--- config.mk ---
export PLATFORM = sky130hd
export DESIGN_NAME = uhld_datapath
export DESIGN_NICKNAME = d
export VERILOG_FILES = /design/src/logic/uhld_pkg.sv /design/src/logic/uhld_addr_gen.sv /design/src/logic/uhld_datapath.sv /design/src/logic/uhld_merge.sv
export SDC_FILE = /design/constraint.sdc
export NUM_CORES = 1
export LEC_CHECK = 0
export ABC_AREA = 1
export CAP_MARGIN = 20
export CORE_UTILIZATION = 29
export CTS_CLUSTER_SIZE = 40
export DETAILED_ROUTE_END_ITERATION = 10
export DONT_BUFFER_PORTS = 1
export GPL_TIMING_DRIVEN = 0
export MAX_ROUTING_LAYER = met4
export SYNTH_ARGS = -nofsm -noshare
export SYNTH_HDL_FRONTEND = slang
export SYNTH_SLANG_ARGS = --single-unit
--- constraint.sdc ---
create_clock -name ref_clk -period 6.64 [get_ports ref_clk]
set_input_delay 0 -clock ref_clk [delete_from_list [all_inputs] [get_ports ref_clk]]
set_output_delay 0 -clock ref_clk [all_outputs]
set_load 0.02 [all_outputs]
--- src/logic/uhld_pkg.sv ---
package uhld_pkg;
  localparam int XLEN = 64;
  localparam int OFFSET_W = 16;
  localparam int LANE_W = 3;
  localparam int HALF_W = 16;
  localparam int BYTE_W = 8;
  localparam logic [LANE_W-1:0] LANE_ZERO = 3'h0;

  typedef enum logic [2:0] {
    UHLD_OP_NONE = 3'h0,
    UHLD_OP_LEFT = 3'h1,
    UHLD_OP_RIGHT = 3'h3,
    UHLD_OP_FPX = 3'h2,
    UHLD_OP_HALF_S = 3'h6,
    UHLD_OP_HALF_U = 3'h7
  } uhld_op_t;

  // Exception flags raised by a load
  typedef struct packed {
    logic tlb_refill;
    logic tlb_invalid;
    logic bus_error;
    logic addr_error;
    logic reserved_instr;
    logic cop_unusable;
    logic watch;
  } uhld_exc_t;

  // Byte-order configuration
  typedef struct packed {
    logic core_byte_order_big;
    logic user_order_reversed;
    logic memory_order_big;
  } uhld_order_t;
endpackage : uhld_pkg

--- src/logic/uhld_addr_gen.sv ---
`timescale 1ns/1ns
`default_nettype none
module uhld_addr_gen
  import uhld_pkg::*;
(
  // Operands
  input wire uhld_op_t op,
  input wire logic [XLEN-1:0] base_val,
  input wire logic [XLEN-1:0] index_val,
  input wire logic [OFFSET_W-1:0] offset,
  // Results
  output logic [XLEN-1:0] effective_byte_address,
  output logic misaligned
);
  wire logic [XLEN-1:0] offset_sext = {{(XLEN-OFFSET_W){offset[OFFSET_W-1]}}, offset};
  wire logic use_index = (op == UHLD_OP_FPX);
  wire logic [XLEN-1:0] addend = use_index ? index_val : offset_sext;
  wire logic half_op = (op == UHLD_OP_HALF_S) || (op == UHLD_OP_HALF_U);

  assign effective_byte_address = base_val + addend;
  assign misaligned = (use_index && (effective_byte_address[LANE_W-1:0] != LANE_ZERO))
                   || (half_op && effective_byte_address[0]);
endmodule : uhld_addr_gen
`default_nettype wire

--- src/logic/uhld_datapath.sv ---
`timescale 1ns/1ns
`default_nettype none
module uhld_datapath
  import uhld_pkg::*;
#(
  parameter int PADDR_W = 40
)
(
  // Clock and reset
  input wire logic ref_clk,
  input wire logic rstn,
  // Issue
  input wire logic issue_valid,
  input wire uhld_op_t op,
  input wire logic [XLEN-1:0] base_val,
  input wire logic [XLEN-1:0] index_val,
  input wire logic [OFFSET_W-1:0] offset,
  input wire logic [XLEN-1:0] old_target,
  input wire logic reserved_instr_in,
  input wire logic cop_unusable_in,
  input wire uhld_order_t order_cfg,
  // Address to memory path
  output logic req_valid_ff,
  output logic [XLEN-1:0] vaddr_ff,
  input wire logic [PADDR_W-1:0] paddr_in,
  output logic [PADDR_W-1:0] paddr_adj_ff,
  // Memory answer
  input wire logic mem_valid,
  input wire logic [XLEN-1:0] mem_dword,
  input wire logic tlb_refill_in,
  input wire logic tlb_invalid_in,
  input wire logic bus_error_in,
  input wire logic watch_in,
  // Result
  output logic done_ff,
  output logic [XLEN-1:0] result_ff,
  output uhld_exc_t exc_ff
);
  // ==========================================================
  // State
  typedef enum logic [1:0] {
    UHLD_IDLE = 2'h0,
    UHLD_WAIT = 2'h1
  } uhld_state_t;

  uhld_state_t state_ff, nxt_state;
  uhld_op_t op_ff;
  logic [XLEN-1:0] old_ff;
  uhld_order_t ord_ff;
  logic [XLEN-1:0] ea;
  logic misaligned;
  logic [XLEN-1:0] merged;

  // ==========================================================
  // Address generation
  uhld_addr_gen u_addr (
    .op(op),
    .base_val(base_val),
    .index_val(index_val),
    .offset(offset),
    .effective_byte_address(ea),
    .misaligned(misaligned)
  );

  // ==========================================================
  // Lane select, flags applied combinationally
  wire logic half_op_q = (op_ff == UHLD_OP_HALF_S) || (op_ff == UHLD_OP_HALF_U);
  wire logic part_op_q = (op_ff == UHLD_OP_LEFT) || (op_ff == UHLD_OP_RIGHT);
  wire logic big = ord_ff.core_byte_order_big;
  wire logic [LANE_W-1:0] order_mask = half_op_q ? {big, big, 1'b0} : {3{big}};
  wire logic [LANE_W-1:0] lane = vaddr_ff[LANE_W-1:0] ^ order_mask;

  uhld_merge u_merge (
    .op(op_ff),
    .lane(lane),
    .mem_dword(mem_dword),
    .old_target(old_ff),
    .result(merged)
  );

  // Physical low bits: reverse flips, part loads may clear by memory order
  wire logic rev = order_cfg.user_order_reversed;
  wire logic half_now = (op == UHLD_OP_HALF_S) || (op == UHLD_OP_HALF_U);
  wire logic [LANE_W-1:0] rev_mask = half_now ? {rev, rev, 1'b0} : {3{rev}};
  wire logic [LANE_W-1:0] p_low_x = paddr_in[LANE_W-1:0] ^ rev_mask;
  wire logic clr_low = ((op == UHLD_OP_LEFT) && !order_cfg.memory_order_big)
                    || ((op == UHLD_OP_RIGHT) && order_cfg.memory_order_big);
  wire logic [LANE_W-1:0] p_low = clr_low ? LANE_ZERO : p_low_x;

  // ==========================================================
  // Exception assembly
  wire logic issue = issue_valid && (state_ff == UHLD_IDLE) && (op != UHLD_OP_NONE);
  wire logic fpx_now = (op == UHLD_OP_FPX);
  wire logic part_now = (op == UHLD_OP_LEFT) || (op == UHLD_OP_RIGHT);
  // Part loads and FP load take reserved-instruction; signed half never
  wire logic ri_ok = part_now || fpx_now;
  wire logic early_fault = misaligned
                        || (ri_ok && reserved_instr_in)
                        || (fpx_now && cop_unusable_in);
  // Indexed FP load has no bus error in its list
  wire logic bus_ok = part_op_q || half_op_q;

  uhld_exc_t early_exc;
  assign early_exc = '{
    tlb_refill: 1'b0,
    tlb_invalid: 1'b0,
    bus_error: 1'b0,
    addr_error: misaligned,
    reserved_instr: ri_ok && reserved_instr_in,
    cop_unusable: fpx_now && cop_unusable_in,
    watch: 1'b0
  };
  uhld_exc_t late_exc;
  assign late_exc = '{
    tlb_refill: tlb_refill_in,
    tlb_invalid: tlb_invalid_in,
    bus_error: bus_ok && bus_error_in,
    addr_error: 1'b0,
    reserved_instr: 1'b0,
    cop_unusable: 1'b0,
    watch: watch_in
  };
  wire logic late_fault = tlb_refill_in || tlb_invalid_in || (bus_ok && bus_error_in) || watch_in;

  // ==========================================================
  // Sequencing
  always_comb
  begin
    nxt_state = state_ff;
    case (state_ff)
      UHLD_IDLE: if (issue && !early_fault) nxt_state = UHLD_WAIT;
      UHLD_WAIT: if (mem_valid) nxt_state = UHLD_IDLE;
      default: nxt_state = UHLD_IDLE;
    endcase
  end

  always_ff @(posedge ref_clk)
  begin
    if (!rstn)
    begin
      state_ff <= UHLD_IDLE;
      op_ff <= UHLD_OP_NONE;
      old_ff <= '0;
      ord_ff <= '0;
      req_valid_ff <= 1'b0;
      vaddr_ff <= '0;
      paddr_adj_ff <= '0;
      done_ff <= 1'b0;
      result_ff <= '0;
      exc_ff <= '0;
    end
    else
    begin
      state_ff <= nxt_state;
      req_valid_ff <= issue && !early_fault;
      done_ff <= 1'b0;
      if (issue)
      begin
        op_ff <= op;
        old_ff <= old_target;
        ord_ff <= order_cfg;
        vaddr_ff <= ea;
        paddr_adj_ff <= {paddr_in[PADDR_W-1:LANE_W], p_low};
      end
      if (issue && early_fault)
      begin
        done_ff <= 1'b1;
        exc_ff <= early_exc;
        result_ff <= old_target;
      end
      else if ((state_ff == UHLD_WAIT) && mem_valid)
      begin
        done_ff <= 1'b1;
        exc_ff <= late_exc;
        result_ff <= late_fault ? old_ff : merged;
      end
    end
  end
endmodule : uhld_datapath
`default_nettype wire

--- src/logic/uhld_merge.sv ---
`timescale 1ns/1ns
`default_nettype none
module uhld_merge
  import uhld_pkg::*;
(
  // Selection
  input wire uhld_op_t op,
  input wire logic [LANE_W-1:0] lane,
  // Data
  input wire logic [XLEN-1:0] mem_dword,
  input wire logic [XLEN-1:0] old_target,
  output logic [XLEN-1:0] result
);
  // Byte-granular keep masks for the two part loads
  wire logic [5:0] sh_left = {(3'h7 - lane), 3'h0};
  wire logic [5:0] sh_right = {lane, 3'h0};
  wire logic [XLEN-1:0] left_data = mem_dword << sh_left;
  wire logic [XLEN-1:0] left_keep = ~({XLEN{1'b1}} << sh_left);
  wire logic [XLEN-1:0] right_data = mem_dword >> sh_right;
  wire logic [XLEN-1:0] right_keep = ~({XLEN{1'b1}} >> sh_right);
  wire logic [XLEN-1:0] half_raw = mem_dword >> sh_right;
  wire logic [HALF_W-1:0] half = half_raw[HALF_W-1:0];

  always_comb
  begin
    case (op)
      UHLD_OP_LEFT: result = left_data | (old_target & left_keep);
      UHLD_OP_RIGHT: result = right_data | (old_target & right_keep);
      UHLD_OP_FPX: result = mem_dword;
      UHLD_OP_HALF_S: result = {{(XLEN-HALF_W){half[HALF_W-1]}}, half};
      UHLD_OP_HALF_U: result = {{(XLEN-HALF_W){1'b0}}, half};
      default: result = old_target;
    endcase
  end
endmodule : uhld_merge
`default_nettype wire

==> flow_summary.ini <==
[clocking]
cts.clk_slew.worst_paths_ns = 0.06
root_buffer = clkbuf_16
clockBufferDepth = 3
cts_setup_buffers = 0
clock-sinks = 246
tritoncts = yes
htreeDepth = 1
cts_buffers = 31
clkLatencyLatePin_ns = 0.61

[logic_synthesis]
synth_area_leaders = dfxtp_1 24%, nand2_1 21%, nand3_1 9.2%
syn_inst = 3689
yosysSeqAreaShare = 0.239
synth_cell_type_count = 47
ys_ff_latch = 246
synth.most_common_cell = nand2_1
synth_largest_area_cell = dfxtp_1
yosys-top-cells-count = 1180 x nand2_1, 502 x inv_1, 381 x nand3_1
synth_area_um2 = 20600
yosys_warnings = 0
synth_nets = 4087
synth_top_area_frac = 0.239
avgSynthCellArea_um2 = 5.59
synth_edf_count = 0
async_flop_share = 0
ys.flop_type = dfxtp_1

[grt]
antenna_found_initial = 12
grt_pass1_wl_um = 187000
grt_max_degree = 16
grtUsageTotal = 0.380
grt_overflow = 0
grt_pass1_vias = 25465

[layout]
fin_cells = 4941
final_area_um2 = 25300
fillCellCount = 7933
nets = 4361
area_growth_pct = 22.5
final_util = 0.360
drive_above_1_share = 0.0334

[worst_hold_path]
hold_class = in2reg
hp-start = base_val[54]

[sta]
fin_setup_tns_ns = 0
finalCritPeriodShare = 0.890
timing.final.ws_setup_ns = 0.730
final_max_slew_viol_count = 0
period_minus_slack_ns = 5.91
hold_violations = 0
tightest_slew_ns = 1.22
slew_headroom = 0.186
setup_viol = 0
finClkSkew_ns = 0.0214
max_freq_ghz = 0.169
rsz0062_at_grt = no

[route]
ant_nets = 0
vias = 26902
dr.pass1.iters = 5
drc_errors = 0
wire_per_inst_um = 28.0
first_iter_violations = 2819
vias_per_cell = 5.44
routed_wl_um = 139000

[setup_path]
cp-startpoint = op[2]
r2r_cells = 9
critPathCapture = result_ff[26]$_SDFFE_PN0P_
cp_max_fo = 10
end_kind = flop
crit_type = in2reg
timing.rr.end = result_ff[34]$_SDFFE_PN0P_
startpoint_type = input port
critPathRequiredTime_ns = 7.18
cp.arrival_ns = 6.45
r2r-start = op_ff[0]$_SDFFE_PN0P_
r2r_setup_slack_ns = 2.69

[floorplanning]
dieArea_um2 = 72200
die_h_um = 269
dieWidth_um = 269
pin_count = 505
rows = 97
coreArea_um2 = 70100
initial_utilization = 0.294

[flow_run]
drv_cap = 0

[placement]
pre_cts_ws_ns = 1.52
dp_hpwl_um = 111000
dp.cells = 4631
port_buffers = 0
place.gp.congestion = 1.08
postPlaceCellArea_um2 = 21800

[power]
leakagePower_uw = 0.0124
power.density_nw_per_um2 = 242
peakVddDrop_uv = 182

[outcome]
status = complete, no violations
[report_power, final]
part | leakage (µW) | total [µW] | internal, µW | switching [µW]
Clock | 0.000467 | 1720 | 979 | 743
Combinational | 0.00989 | 2500 | 691 | 1810
Sequential | 0.00203 | 1900 | 1620 | 273
[cell usage in the layout, fill, tap and decap left out, types with 3 or more instances in the layout]
cell type and instances:
nor2_1 292, xnor2_1 9, clkbuf_8 4, nand2_2 8, nor4_1 5, diode_2 16, a22oi_1 5, buf_6 3
nand3_1 381, nand2_1 1180, nor3_1 12, o21bai_1 14, o21ai_0 333, xor2_1 23, nand3_2 3, buf_2 36
buf_1 12, a21oi_1 234, inv_1 502, clkbuf_16 31, o211ai_1 36, a21o_1 4, o21ai_1 55, clkinvlp_4 5
buf_4 14, nand4_1 32, dfxtp_1 246, clkbuf_1 125, nor2_2 3, dlygate4sd3_1 238, buf_8 3, nand3b_1 6
o22ai_1 25, inv_2 4, and2_1 3, ha_1 69
[flip-flops by register name, indices dropped and copies added, names as in the netlist]
register	flops
old_ff	64
result_ff	64
vaddr_ff	64
paddr_adj_ff	40
exc_ff	7
op_ff	3
big	1
done_ff	1
req_valid_ff	1
state_ff	1
[critical path, cell delays in order]
cell	delay [ns]
dlygate4sd3_1	0.72
inv_1	0.15
nand3_1	0.42
clkbuf_1	0.71
clkbuf_1	0.40
nand2_1	0.09
nand2_1	0.08
ha_1	0.26
inv_1	0.09
fa_1	0.42
xor2_1	0.27
nand3b_1	0.30
nand2_1	0.18
nand3_1	0.14
nand2_2	0.44
nand3_2	0.26
clkbuf_1	0.43
a21oi_1	0.24
o21ai_1	0.19
nand2_1	0.10
dlygate4sd3_1	0.53
[stage by stage]
step	power [µW]	hold slack (ns)
global route	6350	0.0415
floorplan	3210	0.118
detailed placement	4180	0.128
global placement	4200	0.124
CTS	6040	0.00101
finish	6120	0.0152
[worst min path at each step]
stage | cells past startpoint | slack (ns) | endpoint
2_1_floorplan | 1 | 0.12 | state_ff[0]$_SDFFE_PN0P_
3_3_place_gp | 1 | 0.12 | state_ff[0]$_SDFFE_PN0P_
3_5_place_dp | 1 | 0.13 | state_ff[0]$_SDFFE_PN0P_
4_1_cts | 6 | 0.001 | vaddr_ff[6]$_SDFFE_PN0P_
5_1_grt | 6 | 0.04 | result_ff[27]$_SDFFE_PN0P_
6_report | 5 | 0.02 | vaddr_ff[54]$_SDFFE_PN0P_
[logic make-up after synthesis]
logic type,count (synthesis),synth area share
AO/OA/AOI/OAI,716,0.184
XOR/XNOR,35,0.0160
adder cells (fa/ha/maj),70,0.0428
buffers and inverters,690,0.132
flip-flops,246,0.239
AND/OR/NAND/NOR,1932,0.387
[routing by layer]
metal	global-route usage	share of wire
met1	0.429	0.38
met2	0.617	0.46
met5	-	0
met3	0.0696	0.085
met4	0.247	0.074
[final cells by class]
type | instances | area (µm²) | share of cell area
tap | 940 | 1180 | 0.0466
multi-input combinational | 2753 | 13000 | 0.514
clock inverter | 11 | 125 | 0.00495
timing repair buffer | 241 | 2430 | 0.0961
buffer | 181 | 800 | 0.0317
clock buffer | 44 | 865 | 0.0342
antenna | 16 | 40.0 | 0.00159
sequential | 246 | 4920 | 0.195
inverter | 509 | 1910 | 0.0758
[timing repair]
item,in CTS,in global routing
endpoints found under the hold margin,232,0
hold buffers,238,0
endpoints found under the setup margin,0,0
resized for setup,0,0
(Power assumes the default switching activity.)
